### src/hdl/irq_map_pkg.sv
`default_nettype none
package irq_map_pkg;
    localparam int          NUM_IRQ         = 32;
    localparam int          IRQ_W           = 5;
    localparam int          PRIO_W          = 2;
    localparam int          NUM_LEVELS      = 4;
    localparam int          NUM_PRIO_REGS   = 8;
    localparam int          PRIO_REG_W      = 3;
    localparam int          IRQS_PER_REG    = 4;
    localparam int          FIELD_STRIDE    = 8;
    localparam int          FIELD_OFFSET    = 6;
    localparam int          VEC_W           = 6;
    localparam logic [5:0]  CORE_VECTORS    = 6'h10;
    localparam logic [5:0]  LAST_VECTOR     = 6'h2F;
    localparam logic [31:0] TABLE_BASE      = 32'h0000_0000;
    localparam logic [31:0] TABLE_LAST      = 32'h0000_00BC;
    localparam logic [5:0]  VEC_INIT_SP     = 6'h00;
    localparam logic [5:0]  VEC_INIT_PC     = 6'h01;
    localparam logic [5:0]  VEC_NMI         = 6'h02;
    localparam logic [5:0]  VEC_HARD_FAULT  = 6'h03;
    localparam logic [5:0]  VEC_SUPERVISOR  = 6'h0B;
    localparam logic [5:0]  VEC_PEND_SVC    = 6'h0E;
    localparam logic [5:0]  VEC_SYS_TICK    = 6'h0F;
    localparam logic [1:0]  PRIO_RESET      = 2'h0;
    localparam logic [31:0] PRIO_REG_RESET  = 32'h0000_0000;
    localparam logic [31:0] UNASSIGNED_IRQS = 32'h2080_0010;
    localparam int          NMI_SYNC_STAGES = 2;

    typedef enum logic [1:0] {CORE_USED, CORE_UNUSED, PERIPHERAL, OUT_OF_TABLE} vec_kind_t;

    function automatic logic [5:0] irq_to_vector(input logic [4:0] irq);
        return {1'b0, irq} + CORE_VECTORS;
    endfunction

    function automatic logic [31:0] vector_addr(input logic [5:0] vec);
        return TABLE_BASE + {24'h00_0000, vec, 2'b00};
    endfunction

    function automatic logic [2:0] prio_reg_of(input logic [4:0] irq);
        return irq[4:2];
    endfunction

    function automatic int field_lsb(input logic [4:0] irq);
        return FIELD_STRIDE * int'(irq[1:0]) + FIELD_OFFSET;
    endfunction
endpackage
`default_nettype wire

### src/hdl/interrupt_vector_priority_map.sv
// Notes on behaviour
// RULE_01 - Four priority levels for peripheral sources
// RULE_02 - Two-bit priority field per source only
// RULE_03 - NMI pin drives non-maskable request
// RULE_04 - NMI only while pin function selected
// RULE_05 - IRQ number equals vector minus sixteen
// RULE_06 - Taken vector number is the stacked value
// RULE_07 - Table entry address is four times vector
// RULE_08 - Vectors 0-3: SP, PC, NMI, fault
// RULE_09 - 11 svc, 14 pendsv, 15 tick; others unused
// RULE_10 - IRQ 0-3 carry DMA channels
// RULE_11 - IRQ 4 spare, 5 flash, 6 power
// RULE_12 - IRQ 7 wakeup, 8-9 I2C, 10-11 SPI
// RULE_13 - IRQ 12-19 serial, ADC, comparator, timers
// RULE_14 - IRQ 20-22 RTC and PERIODIC_INTERRUPT_TIMER; 23 spare
// RULE_15 - IRQ 24-31 USB..ports, 29 spare
// RULE_16 - Priority register index is IRQ div 4
// RULE_17 - Field starts at 8*(IRQ mod 4)+6
// RULE_18 - Full 32-line request vector
// RULE_19 - Unassigned IRQ lines tied inactive
// RULE_20 - Priorities reset to zero
`timescale 1ns/1ns
`default_nettype none
module interrupt_vector_priority_map #(
    parameter int NUM_IRQ = 32
) (
    input  wire logic        clk,             // Core clock
    input  wire logic        rst_n,           // Sync reset, active low
    input  wire logic [3:0]  dma_req,         // DMA channel requests
    input  wire logic        flash_req,       // Flash controller request
    input  wire logic        power_req,       // Low-voltage request
    input  wire logic        wakeup_req,      // Wakeup unit request
    input  wire logic [1:0]  i2c_req,         // Two-wire serial requests
    input  wire logic [1:0]  spi_req,         // Serial peripheral requests
    input  wire logic [2:0]  uart_req,        // Async serial requests
    input  wire logic        adc_req,         // Converter request
    input  wire logic        cmp_req,         // Comparator request
    input  wire logic [2:0]  tpm_req,         // Timer-PWM requests
    input  wire logic        rtc_alarm_req,   // RTC alarm
    input  wire logic        rtc_sec_req,     // RTC seconds
    input  wire logic        pit_req,         // Periodic timer
    input  wire logic        usb_req,         // USB controller
    input  wire logic        dac_req,         // DAC
    input  wire logic        tsi_req,         // Touch sensing
    input  wire logic        clkgen_req,      // Clock generator
    input  wire logic        lptmr_req,       // Low-power timer
    input  wire logic        porta_req,       // Port A pin detect
    input  wire logic        portd_req,       // Port D pin detect
    input  wire logic        nmi_pin_n,       // NMI pin, async, active low
    input  wire logic        nmi_pin_select,  // Pin mux has NMI function
    input  wire logic        prio_wr,         // Priority register write
    input  wire logic [2:0]  prio_wr_index,   // Register written
    input  wire logic [31:0] prio_wr_data,    // Write data
    input  wire logic [2:0]  prio_rd_index,   // Register read
    output logic [31:0]      prio_rd_data,    // Read data, one cycle later
    input  wire logic        core_ack,        // Core takes an exception
    output logic             irq_pending,     // Peripheral request pending
    output logic [4:0]       irq_number,      // Winning IRQ
    output logic [1:0]       irq_priority,    // Its level
    output logic             nmi_request,     // Non-maskable request
    output logic             exc_taken,       // Pulse: exception taken
    output logic [5:0]       exc_vector,      // Vector number to stack
    output logic [31:0]      exc_vector_addr, // Table entry address
    input  wire logic        fetch_req,       // Core fetches a vector
    input  wire logic [5:0]  fetch_vector,    // Vector fetched
    output logic [31:0]      fetch_addr,      // Entry address
    output irq_map_pkg::vec_kind_t fetch_kind // Entry class
);
    logic [NUM_IRQ-1:0]   irq_lines;
    logic [2*NUM_IRQ-1:0] prio_flat;
    logic                 sel_any;
    logic [4:0]           sel_irq;
    logic [1:0]           sel_level;
    logic                 nmi_sync1;
    logic                 nmi_sync2;
    logic [31:0]          next_rd_data;
    irq_map_pkg::vec_kind_t next_kind;

    irq_source_map u_map (
        .dma_req       (dma_req),
        .flash_req     (flash_req),
        .power_req     (power_req),
        .wakeup_req    (wakeup_req),
        .i2c_req       (i2c_req),
        .spi_req       (spi_req),
        .uart_req      (uart_req),
        .adc_req       (adc_req),
        .cmp_req       (cmp_req),
        .tpm_req       (tpm_req),
        .rtc_alarm_req (rtc_alarm_req),
        .rtc_sec_req   (rtc_sec_req),
        .pit_req       (pit_req),
        .usb_req       (usb_req),
        .dac_req       (dac_req),
        .tsi_req       (tsi_req),
        .clkgen_req    (clkgen_req),
        .lptmr_req     (lptmr_req),
        .porta_req     (porta_req),
        .portd_req     (portd_req),
        .irq_lines     (irq_lines)                              // RULE_18
    );

    priority_select #(.N(NUM_IRQ)) u_sel (
        .pend      (irq_lines),
        .prio_flat (prio_flat),
        .any       (sel_any),
        .winner    (sel_irq),
        .level     (sel_level)
    );

    // Priority storage: only two bits per source exist, four levels
    always_ff @(posedge clk) begin
        if (!rst_n) begin
            prio_flat <= '0;                                     // RULE_20
        end else if (prio_wr) begin
            for (int k = 0; k < irq_map_pkg::IRQS_PER_REG; k++) begin
                prio_flat[2*(4*int'(prio_wr_index)+k) +: 2] <=
                    prio_wr_data[irq_map_pkg::field_lsb(5'(k)) +: 2]; // RULE_02 RULE_16 RULE_17
            end
        end
    end

    // Unimplemented bits read as zero
    always_comb begin
        next_rd_data = irq_map_pkg::PRIO_REG_RESET;
        for (int k = 0; k < irq_map_pkg::IRQS_PER_REG; k++) begin
            next_rd_data[irq_map_pkg::field_lsb(5'(k)) +: 2] =
                prio_flat[2*(4*int'(prio_rd_index)+k) +: 2];    // RULE_16 RULE_17
        end
    end

    always_ff @(posedge clk) begin
        if (!rst_n) begin
            prio_rd_data <= irq_map_pkg::PRIO_REG_RESET;
        end else begin
            prio_rd_data <= next_rd_data;
        end
    end

    // Pin is asynchronous: two flops before anything looks at it
    always_ff @(posedge clk) begin
        if (!rst_n) begin
            nmi_sync1   <= 1'b1;
            nmi_sync2   <= 1'b1;
            nmi_request <= 1'b0;
        end else begin
            nmi_sync1   <= nmi_pin_n;
            nmi_sync2   <= nmi_sync1;
            nmi_request <= !nmi_sync2 && nmi_pin_select;         // RULE_03 RULE_04
        end
    end

    always_ff @(posedge clk) begin
        if (!rst_n) begin
            irq_pending  <= 1'b0;
            irq_number   <= 5'h00;
            irq_priority <= irq_map_pkg::PRIO_RESET;
        end else begin
            irq_pending  <= sel_any;
            irq_number   <= sel_irq;
            irq_priority <= sel_level;                           // RULE_01
        end
    end

    // NMI outranks every peripheral level
    always_ff @(posedge clk) begin
        if (!rst_n) begin
            exc_taken       <= 1'b0;
            exc_vector      <= irq_map_pkg::VEC_INIT_SP;
            exc_vector_addr <= irq_map_pkg::TABLE_BASE;
        end else begin
            exc_taken <= core_ack && (nmi_request || irq_pending);
            if (core_ack && nmi_request) begin
                exc_vector      <= irq_map_pkg::VEC_NMI;         // RULE_08
                exc_vector_addr <= irq_map_pkg::vector_addr(irq_map_pkg::VEC_NMI);
            end else if (core_ack && irq_pending) begin
                exc_vector      <= irq_map_pkg::irq_to_vector(irq_number); // RULE_05 RULE_06
                exc_vector_addr <= irq_map_pkg::vector_addr(
                                   irq_map_pkg::irq_to_vector(irq_number)); // RULE_07
            end
        end
    end

    always_comb begin
        case (fetch_vector)
            irq_map_pkg::VEC_INIT_SP,
            irq_map_pkg::VEC_INIT_PC,
            irq_map_pkg::VEC_NMI,
            irq_map_pkg::VEC_HARD_FAULT: next_kind = irq_map_pkg::CORE_USED;   // RULE_08
            irq_map_pkg::VEC_SUPERVISOR,
            irq_map_pkg::VEC_PEND_SVC,
            irq_map_pkg::VEC_SYS_TICK:   next_kind = irq_map_pkg::CORE_USED;   // RULE_09
            default: begin
                if (fetch_vector > irq_map_pkg::LAST_VECTOR) begin
                    next_kind = irq_map_pkg::OUT_OF_TABLE;
                end else if (fetch_vector >= irq_map_pkg::CORE_VECTORS) begin
                    next_kind = irq_map_pkg::PERIPHERAL;
                end else begin
                    next_kind = irq_map_pkg::CORE_UNUSED;        // RULE_09
                end
            end
        endcase
    end

    always_ff @(posedge clk) begin
        if (!rst_n) begin
            fetch_addr <= irq_map_pkg::TABLE_BASE;
            fetch_kind <= irq_map_pkg::CORE_USED;
        end else if (fetch_req) begin
            fetch_addr <= irq_map_pkg::vector_addr(fetch_vector); // RULE_07
            fetch_kind <= next_kind;
        end
    end
endmodule
`default_nettype wire

### src/hdl/irq_source_map.sv
`timescale 1ns/1ns
`default_nettype none
module irq_source_map (
    input  wire logic [3:0]  dma_req,        // DMA channels 0..3
    input  wire logic        flash_req,      // flash_memory_controller
    input  wire logic        power_req,      // power_management_controller
    input  wire logic        wakeup_req,     // low_leakage_wakeup_unit
    input  wire logic [1:0]  i2c_req,        // Two-wire serial 0,1
    input  wire logic [1:0]  spi_req,        // Serial peripheral 0,1
    input  wire logic [2:0]  uart_req,       // Async serial 0..2
    input  wire logic        adc_req,        // Converter
    input  wire logic        cmp_req,        // analog_comparator
    input  wire logic [2:0]  tpm_req,        // timer_pwm_module 0..2
    input  wire logic        rtc_alarm_req,  // RTC alarm
    input  wire logic        rtc_sec_req,    // RTC seconds
    input  wire logic        pit_req,        // periodic_interrupt_timer
    input  wire logic        usb_req,        // USB controller
    input  wire logic        dac_req,        // DAC
    input  wire logic        tsi_req,        // touch_sensing_input
    input  wire logic        clkgen_req,     // multipurpose_clock_generator
    input  wire logic        lptmr_req,      // low_power_timer
    input  wire logic        porta_req,      // Port A pin detect
    input  wire logic        portd_req,      // Port D pin detect
    output logic [31:0]      irq_lines       // Full request vector
);
    logic [31:0] raw;

    always_comb begin
        raw        = 32'h0000_0000;
        raw[3:0]   = dma_req;                                    // RULE_10
        raw[5]     = flash_req;                                  // RULE_11
        raw[6]     = power_req;                                  // RULE_11
        raw[7]     = wakeup_req;                                 // RULE_12
        raw[9:8]   = i2c_req;                                    // RULE_12
        raw[11:10] = spi_req;                                    // RULE_12
        raw[14:12] = uart_req;                                   // RULE_13
        raw[15]    = adc_req;                                    // RULE_13
        raw[16]    = cmp_req;                                    // RULE_13
        raw[19:17] = tpm_req;                                    // RULE_13
        raw[20]    = rtc_alarm_req;                              // RULE_14
        raw[21]    = rtc_sec_req;                                // RULE_14
        raw[22]    = pit_req;                                    // RULE_14
        raw[28:24] = {lptmr_req, clkgen_req, tsi_req, dac_req, usb_req}; // RULE_15
        raw[31:30] = {portd_req, porta_req};                     // RULE_15
    end

    // Belt and braces: spare lines stay low even if a future edit maps them
    assign irq_lines = raw & ~irq_map_pkg::UNASSIGNED_IRQS;      // RULE_19
endmodule
`default_nettype wire

### src/hdl/priority_select.sv
`timescale 1ns/1ns
`default_nettype none
module priority_select #(
    parameter int N = 32
) (
    input  wire logic [N-1:0]   pend,      // Pending lines
    input  wire logic [2*N-1:0] prio_flat, // 2-bit level per line
    output logic                any,       // Something pending
    output logic [4:0]          winner,    // Chosen line
    output logic [1:0]          level      // Its level
);
    // Lowest level wins; ties go to the lowest line number
    always_comb begin
        any    = 1'b0;
        winner = 5'h00;
        level  = 2'h3;
        for (int i = N - 1; i >= 0; i--) begin
            if (pend[i] && (!any || prio_flat[2*i +: 2] <= level)) begin
                any    = 1'b1;
                winner = 5'(i);
                level  = prio_flat[2*i +: 2];
            end
        end
    end
endmodule
`default_nettype wire

### config.mk
export PLATFORM = sky130hd
export DESIGN_NAME = interrupt_vector_priority_map
export DESIGN_NICKNAME = d
export VERILOG_FILES = /design/src/hdl/irq_map_pkg.sv /design/src/hdl/interrupt_vector_priority_map.sv /design/src/hdl/irq_source_map.sv /design/src/hdl/priority_select.sv
export SDC_FILE = /design/constraint.sdc
export NUM_CORES = 1
export LEC_CHECK = 0
export BUFFER_PORTS_ARGS = -buffer_cell sky130_fd_sc_hd__buf_2
export CAP_MARGIN = 20
export CORE_MARGIN = 2
export CORE_UTILIZATION = 37
export DETAILED_ROUTE_END_ITERATION = 8
export PLACE_DENSITY = 0.62
export SYNTH_ARGS = -nofsm -noshare
export SYNTH_HDL_FRONTEND = slang
export SYNTH_SLANG_ARGS = --single-unit
### constraint.sdc
create_clock -name clk -period 51 [get_ports clk]
set_input_delay 10.2 -clock clk [delete_from_list [all_inputs] [get_ports clk]]
set_output_delay 10.2 -clock clk [all_outputs]
set_load 0.02 [all_outputs]
# == Word-level counts from Yosys, hierarchy flattened ==
# Cells that the tools add are included.
# totals
ramBits,0
reg_bits,123
out_inout_bits,114
n_memories,0
word_cells,275
mem_bits_ro,0
in_bits,80
latchBits,0
# classes
magnitude_cmp,30
bitwise,1
n_eq_ne,6
add_sub_neg,11
reduce_logical,99
shift,12
div_mod_pow,0
multipliers,0
n_mux,97
# op_table
cell,count
$bwmux W64,4
$shift A2 B33 Y64 const A,4
$shiftx A2 B33 Y64,4
$shiftx A64 B8 Y2,3
$neg A7 Y33,3
$mux W2,36
$mux W5,14
$shiftx A64 B7 Y2,1
$le A2 B2 Y1,28
$mux W4,10
$neg A6 Y33,1
$logic_and A1 B1 Y1,32
$mux W1,30
$logic_not A1 Y1,29
$logic_or A1 B1 Y1,29
$add A5 B2 Y6 const B,4
$eq A6 B4 Y1 const B,3
$reduce_or A16 Y1,1
$add A5 B1 Y6 const B,2
$eq A6 B2 Y1 const B,2
$mux W3,3
$reduce_or A8 Y1,1
$reduce_or A7 Y1,1
$add A5 B5 Y6 const B,1
9 further kinds,10

# == Longest topological paths before layout ==
# logic_depth
depth_word,113
ltp_mapped,184
ltp_nobuf,182

# == Modules after synthesis ==
# From an unflattened synthesis, not the netlist that was laid out.
# hier_totals
cells_unflattened,1126
hier_area_um2,8847.2
# modules_own_cells
mod,cells_per_inst,n_inst,seq_area_each_um2,area_per_inst_um2
interrupt_vector_priority_map,525,1,1961.9,4867.2
priority_select,568,1,0.0,3736.1
irq_source_map,33,1,0.0,244.0

# == Worst setup path after synthesis ==
# Ideal clock, no wire load.
# synth_path
path_type,in2reg
startpoint,input portd_req
endpoint,register irq_number[4]
stages,170
required_time_ps,50922
n_path_buf,2
t_arrival_ps,43308
setup_slack_ps,7614
setup_ps,78
cell_sequence,buf_6 > nor2b_1 > ha_1 > nor2b_1 > o311ai_1 > o2bb2ai_1 > ha_1 > nor2b_1 > o221ai_1 > and2_1 > mux2_2 > ha_1 > and3_1 > a221o_1 > a31oi_1 > o21ai_0 > and2_1 > inv_1 > [... 134 more ...] > o21ai_0 > o21ai_0 > clkbuf_1 > mux2_1 > ha_1 > nand2_1 > o21ai_0 > o21a_1 > a311o_1 > o21ai_1 > ha_1 > nand2_1 > o21ai_0 > o21ai_0 > nor2b_1 > nand2_1 > or3_1 > nor3_1
# synth_between
elab_chain_cells,113
word_cells_on_any_way,183
classes_between,28 x order compare; 70 x mux; 85 x reduce/logical
# synth_rtl
element,line_no,text
from (decl),interrupt_vector_priority_map.sv:48,"input wire logic portd_req,"
$mux W2 / $mux W1 (equally long branches),priority_select.sv:18,if (pend[i] && (!any || prio_flat[2*i +: 2] <= level)) begin
$le A2 B2 Y1 / $logic_not A1 Y1 (equally long branches),priority_select.sv:18,
$logic_or A1 B1 Y1,priority_select.sv:18,
$logic_and A1 B1 Y1,priority_select.sv:18,
$mux W2 / $mux W1 (equally long branches),priority_select.sv:18,
$le A2 B2 Y1 / $logic_not A1 Y1 (equally long branches),-,
$logic_or A1 B1 Y1,priority_select.sv:18,
$logic_and A1 B1 Y1,priority_select.sv:18,
[... 97 more ...],-,
$le A2 B2 Y1 / $logic_not A1 Y1 (equally long branches),priority_select.sv:18,
$logic_or A1 B1 Y1,priority_select.sv:18,
$logic_and A1 B1 Y1,priority_select.sv:18,
$mux W2 / $mux W1 (equally long branches),priority_select.sv:18,
$le A2 B2 Y1 / $logic_not A1 Y1 (equally long branches),priority_select.sv:18,
$logic_or A1 B1 Y1,priority_select.sv:18,
$logic_and A1 B1 Y1,priority_select.sv:18,
$reduce_or A16 Y1 (no source line),-,
to (signal assigned),interrupt_vector_priority_map.sv:160,irq_number <= sel_irq;
to (decl),interrupt_vector_priority_map.sv:58,"output logic [4:0] irq_number,"
# Parallel ways exist; a longest one is shown, timed or not.
# A chain may end at the register's enable or synchronous reset.

# == Worst setup path in the final report ==
# Ends and elaborated chain as after synthesis.

==> out/metrics.csv <==
stage,metric,value,unit
layout,fin nets,1217,
critical_path,"setup slack, reg-to-reg",12.81,ns
routing,DR WL/cell,16.1,microns
critical_path,CP startpoint,portd_req,
global_route,first-pass GRT wire length,34100,microns
synthesis,sequential area share after synthesis,0.245,
routing,DRT iter0 DRCs,603,
routing,via count of the routed design,7213,
synthesis,most area-hungry cell type in the Yosys netlist,dfxtp_1,
cts,"Clk Latency, worst-skew pair",0.35,ns
synthesis,fraction of registers with async set/reset,0,
global_route,vias in the first global route,6541,
cts,H-tree levels,3,
critical_path,CP required,51.27,ns
synthesis,Unique masters post-synth,83,
routing,drt first pass iters,5,
critical_path,crit-path max FO,10,
synthesis,top cell type's share of synthesized area,0.245,
cts,Root Buffer,clkbuf_16,
global_route,gr ovfl total,0,
run,total of max-cap violations,0,
critical_path,Crit Path Class,in2reg,
die,die area,22800,sq um
placement,Buffers on Ports,93,
cts,CTS tree,yes,
synthesis,most common flop cell mapped by yosys,dfxtp_1,
die,site row count,53,
cts,clock transition at the registers of the reported paths,0.07,ns
placement,routability cong.,0.942,
cts,maximum root-to-sink buffer count,2,
power,Power Total,0.276,mW
synthesis,Yosys warnings,0,
global_route,GRT Util Overall,0.192,
sta,final worst-path cycle share,0.938,
routing,drc violations,0,
sta,final hold slack,0.388,ns
critical_path,Critical Path AT,48.10,ns
synthesis,Syn Area/Cell,7.89,sq um
routing,vias per cell,5.33,
sta,Pins Over Slew Limit,0,
synthesis,register bit total from synthesis,98,
sta,clk_skew,0.00850,ns
sta,Rel. slew slack,0.378,
layout,Area Growth Syn to Fin,8.04,%
sta,Tmin final,47.83,ns
critical_path,slowest CP cell,a311oi_1,
critical_path,Crit Reg-Reg Startpoint,prio_flat[63],
run_status,status,"finished, final reports clean",
layout,fillers,2187,
synthesis,Post-synth EDFFs,0,
die,Ports,194,
power,LEAKAGE,3.64,nW
routing,Routed Antenna Nets,0,
sta,final hold viol count,0,
die,Initial Utilization,0.378,
routing,Total Wirelength,21800,microns
sta,Slew @ Worst Pin,0.933,ns
global_route,largest net degree at the start of global routing,90,
synthesis,Synth area leaders,"dfxtp_1 (25%), ha_1 (9.9%), buf_4 (7.7%)",
sta,endpoints failing setup,0,
synthesis,Mapped Cells,1014,
worst_hold_path,HP Class,reg2reg,
power,pwr dens,32.0,nW/um^2
die,die width,151,microns
die,core area,21200,sq um
critical_path,Setup crit end kind,register,
power,Peak VDD IR,0.0000131,V
sta,post-route setup TNS,0,ns
worst_hold_path,Min-Delay Startpoint,nmi_sync2,
global_route,antenna violations before repair,0,
placement,hpwl dp,17600,microns
cts,CTS Buf Count,9,
critical_path,CP peak stage delay,0.49,ns
sta,f_max,0.0209,GHz
layout,ANT cells,0,
critical_path,Worst Setup Start Kind,input port,
die,DIE HEIGHT,151,microns
layout,share of cells above drive strength 1,0.164,
critical_path,"most used cell, CP",ha_1,
synthesis,Synth Cell Area,8000,sq um
cts,Sink Count,98,
-- routing by layer --
| metal | vias to the layer above | routed length (microns) | GRT usage |
|---|---|---|---|
| met5 | - | 0 | 0 |
| met4 | 0 | 570 | 0.0584 |
| met3 | 34 | 1610 | 0.0425 |
| met2 | 238 | 9800 | 0.308 |
| met1 | 3386 | 9850 | 0.258 |
| li1 | 3555 | - | - |
-- cells by family (layout without fill, tap and decap cells) --
family	after synthesis	after routing	synth area share
AOI/OAI and AO/OA	223	223	0.183
other	1	76	0.000469
buffers and inverters	183	173	0.126
adders and majority gates	63	63	0.0985
muxes	64	64	0.109
and+or+nand+nor	382	382	0.238
DFF	98	98	0.245
-- worst max-delay path, delay by kind of cell --
| kind | cells | cell delay [ns] |
|---|---|---|
| buffers and inverters | 9 | 0.94 |
| and+or+nand+nor | 52 | 6.99 |
| muxes | 11 | 4.06 |
| adders and majority gates | 28 | 7.74 |
| AOI/OAI and AO/OA | 74 | 18.15 |
-- Yosys cell counts, types with 8 or more instances --
master    number
a21o_1         9
a21oi_1       61
a22oi_1       18
and2_1         9
and3_1        10
buf_4         82
clkbuf_1      33
dfxtp_1       98
ha_1          63
inv_1         59
mux2_2         9
mux2i_1       34
mux4_2        16
nand2_1      101
nand2b_1      12
nand3_1       54
nor2_1        95
nor2b_1       35
nor3_1        15
nor3b_1        8
o211ai_1       9
o21ai_0       51
o21ai_1       15
-- report_power, final --
group	total [mW]	switching (mW)	leakage (nW)	internal, mW
registers	0.0809	0.00159	0.794	0.0793
clock network	0.0660	0.0320	0.135	0.0339
logic	0.129	0.0802	2.71	0.0493
total	0.276	0.114	3.64	0.163
-- placed cells by master (no fill, tap or decap), types with 35 or more instances in the layout --
cell / Yosys / final
inv_1: 59 / 59
dfxtp_1: 98 / 98
ha_1: 63 / 63
nand2_1: 101 / 101
nor2_1: 95 / 95
buf_2: 0 / 94
nand3_1: 54 / 54
nor2b_1: 35 / 35
a21oi_1: 61 / 61
conb_1: 1 / 76
o21ai_0: 51 / 50
-- timing repair --
| item | CTS | global route |
|---|---|---|
| buffers inserted | 0 | 0 |
| hold buffers | 0 | 0 |
| endpoints found under the hold margin | 0 | 0 |
| endpoints found under the setup margin | 0 | 7 |
| resized for setup | 0 | 9 |
-- stage by stage --
step	util	setup slack [ns]	area (sq um)	cells
after global routing	0.409	-0.00707	8640	1354
after floorplan	-	7.61	8280	1089
after CTS	0.407	1.51	8610	1353
final	0.409	3.17	8640	1354
after detailed placement	0.393	1.27	8320	1337
after global placement	0.393	1.53	8320	1337
-- flip-flops by register name (all words and copies together) (netlist names) --
| name | cells |
|---|---|
| fetch_kind | 2 |
| exc_vector | 6 |
| exc_taken | 1 |
| irq_priority | 2 |
| nmi_sync1 | 1 |
| irq_number | 5 |
| irq_pending | 1 |
| fetch_addr | 6 |
| prio_flat | 64 |
| nmi_request | 1 |
| nmi_sync2 | 1 |
| prio_rd_data | 8 |
-- layout make-up --
cell class / instances / area [sq um] / share of cell area
Sequential cell: 98 / 1960 / 0.227
Timing Repair Buffer: 95 / 478 / 0.0553
Clock buffer: 9 / 225 / 0.0261
Clock inverter: 7 / 61.3 / 0.00709
Multi-Input combinational cell: 808 / 5340 / 0.618
Tap cell: 275 / 344 / 0.0398
Inverter: 62 / 233 / 0.0269
-- path summary, 6_finish.rpt --
path	depth (start not counted)	endpoint
setup / recovery	174	irq_number[4]
hold / removal	1	nmi_request
setup reg to reg	173	irq_number[4]
hold reg to reg	1	nmi_request
Power figures use the tool's default switching activity.
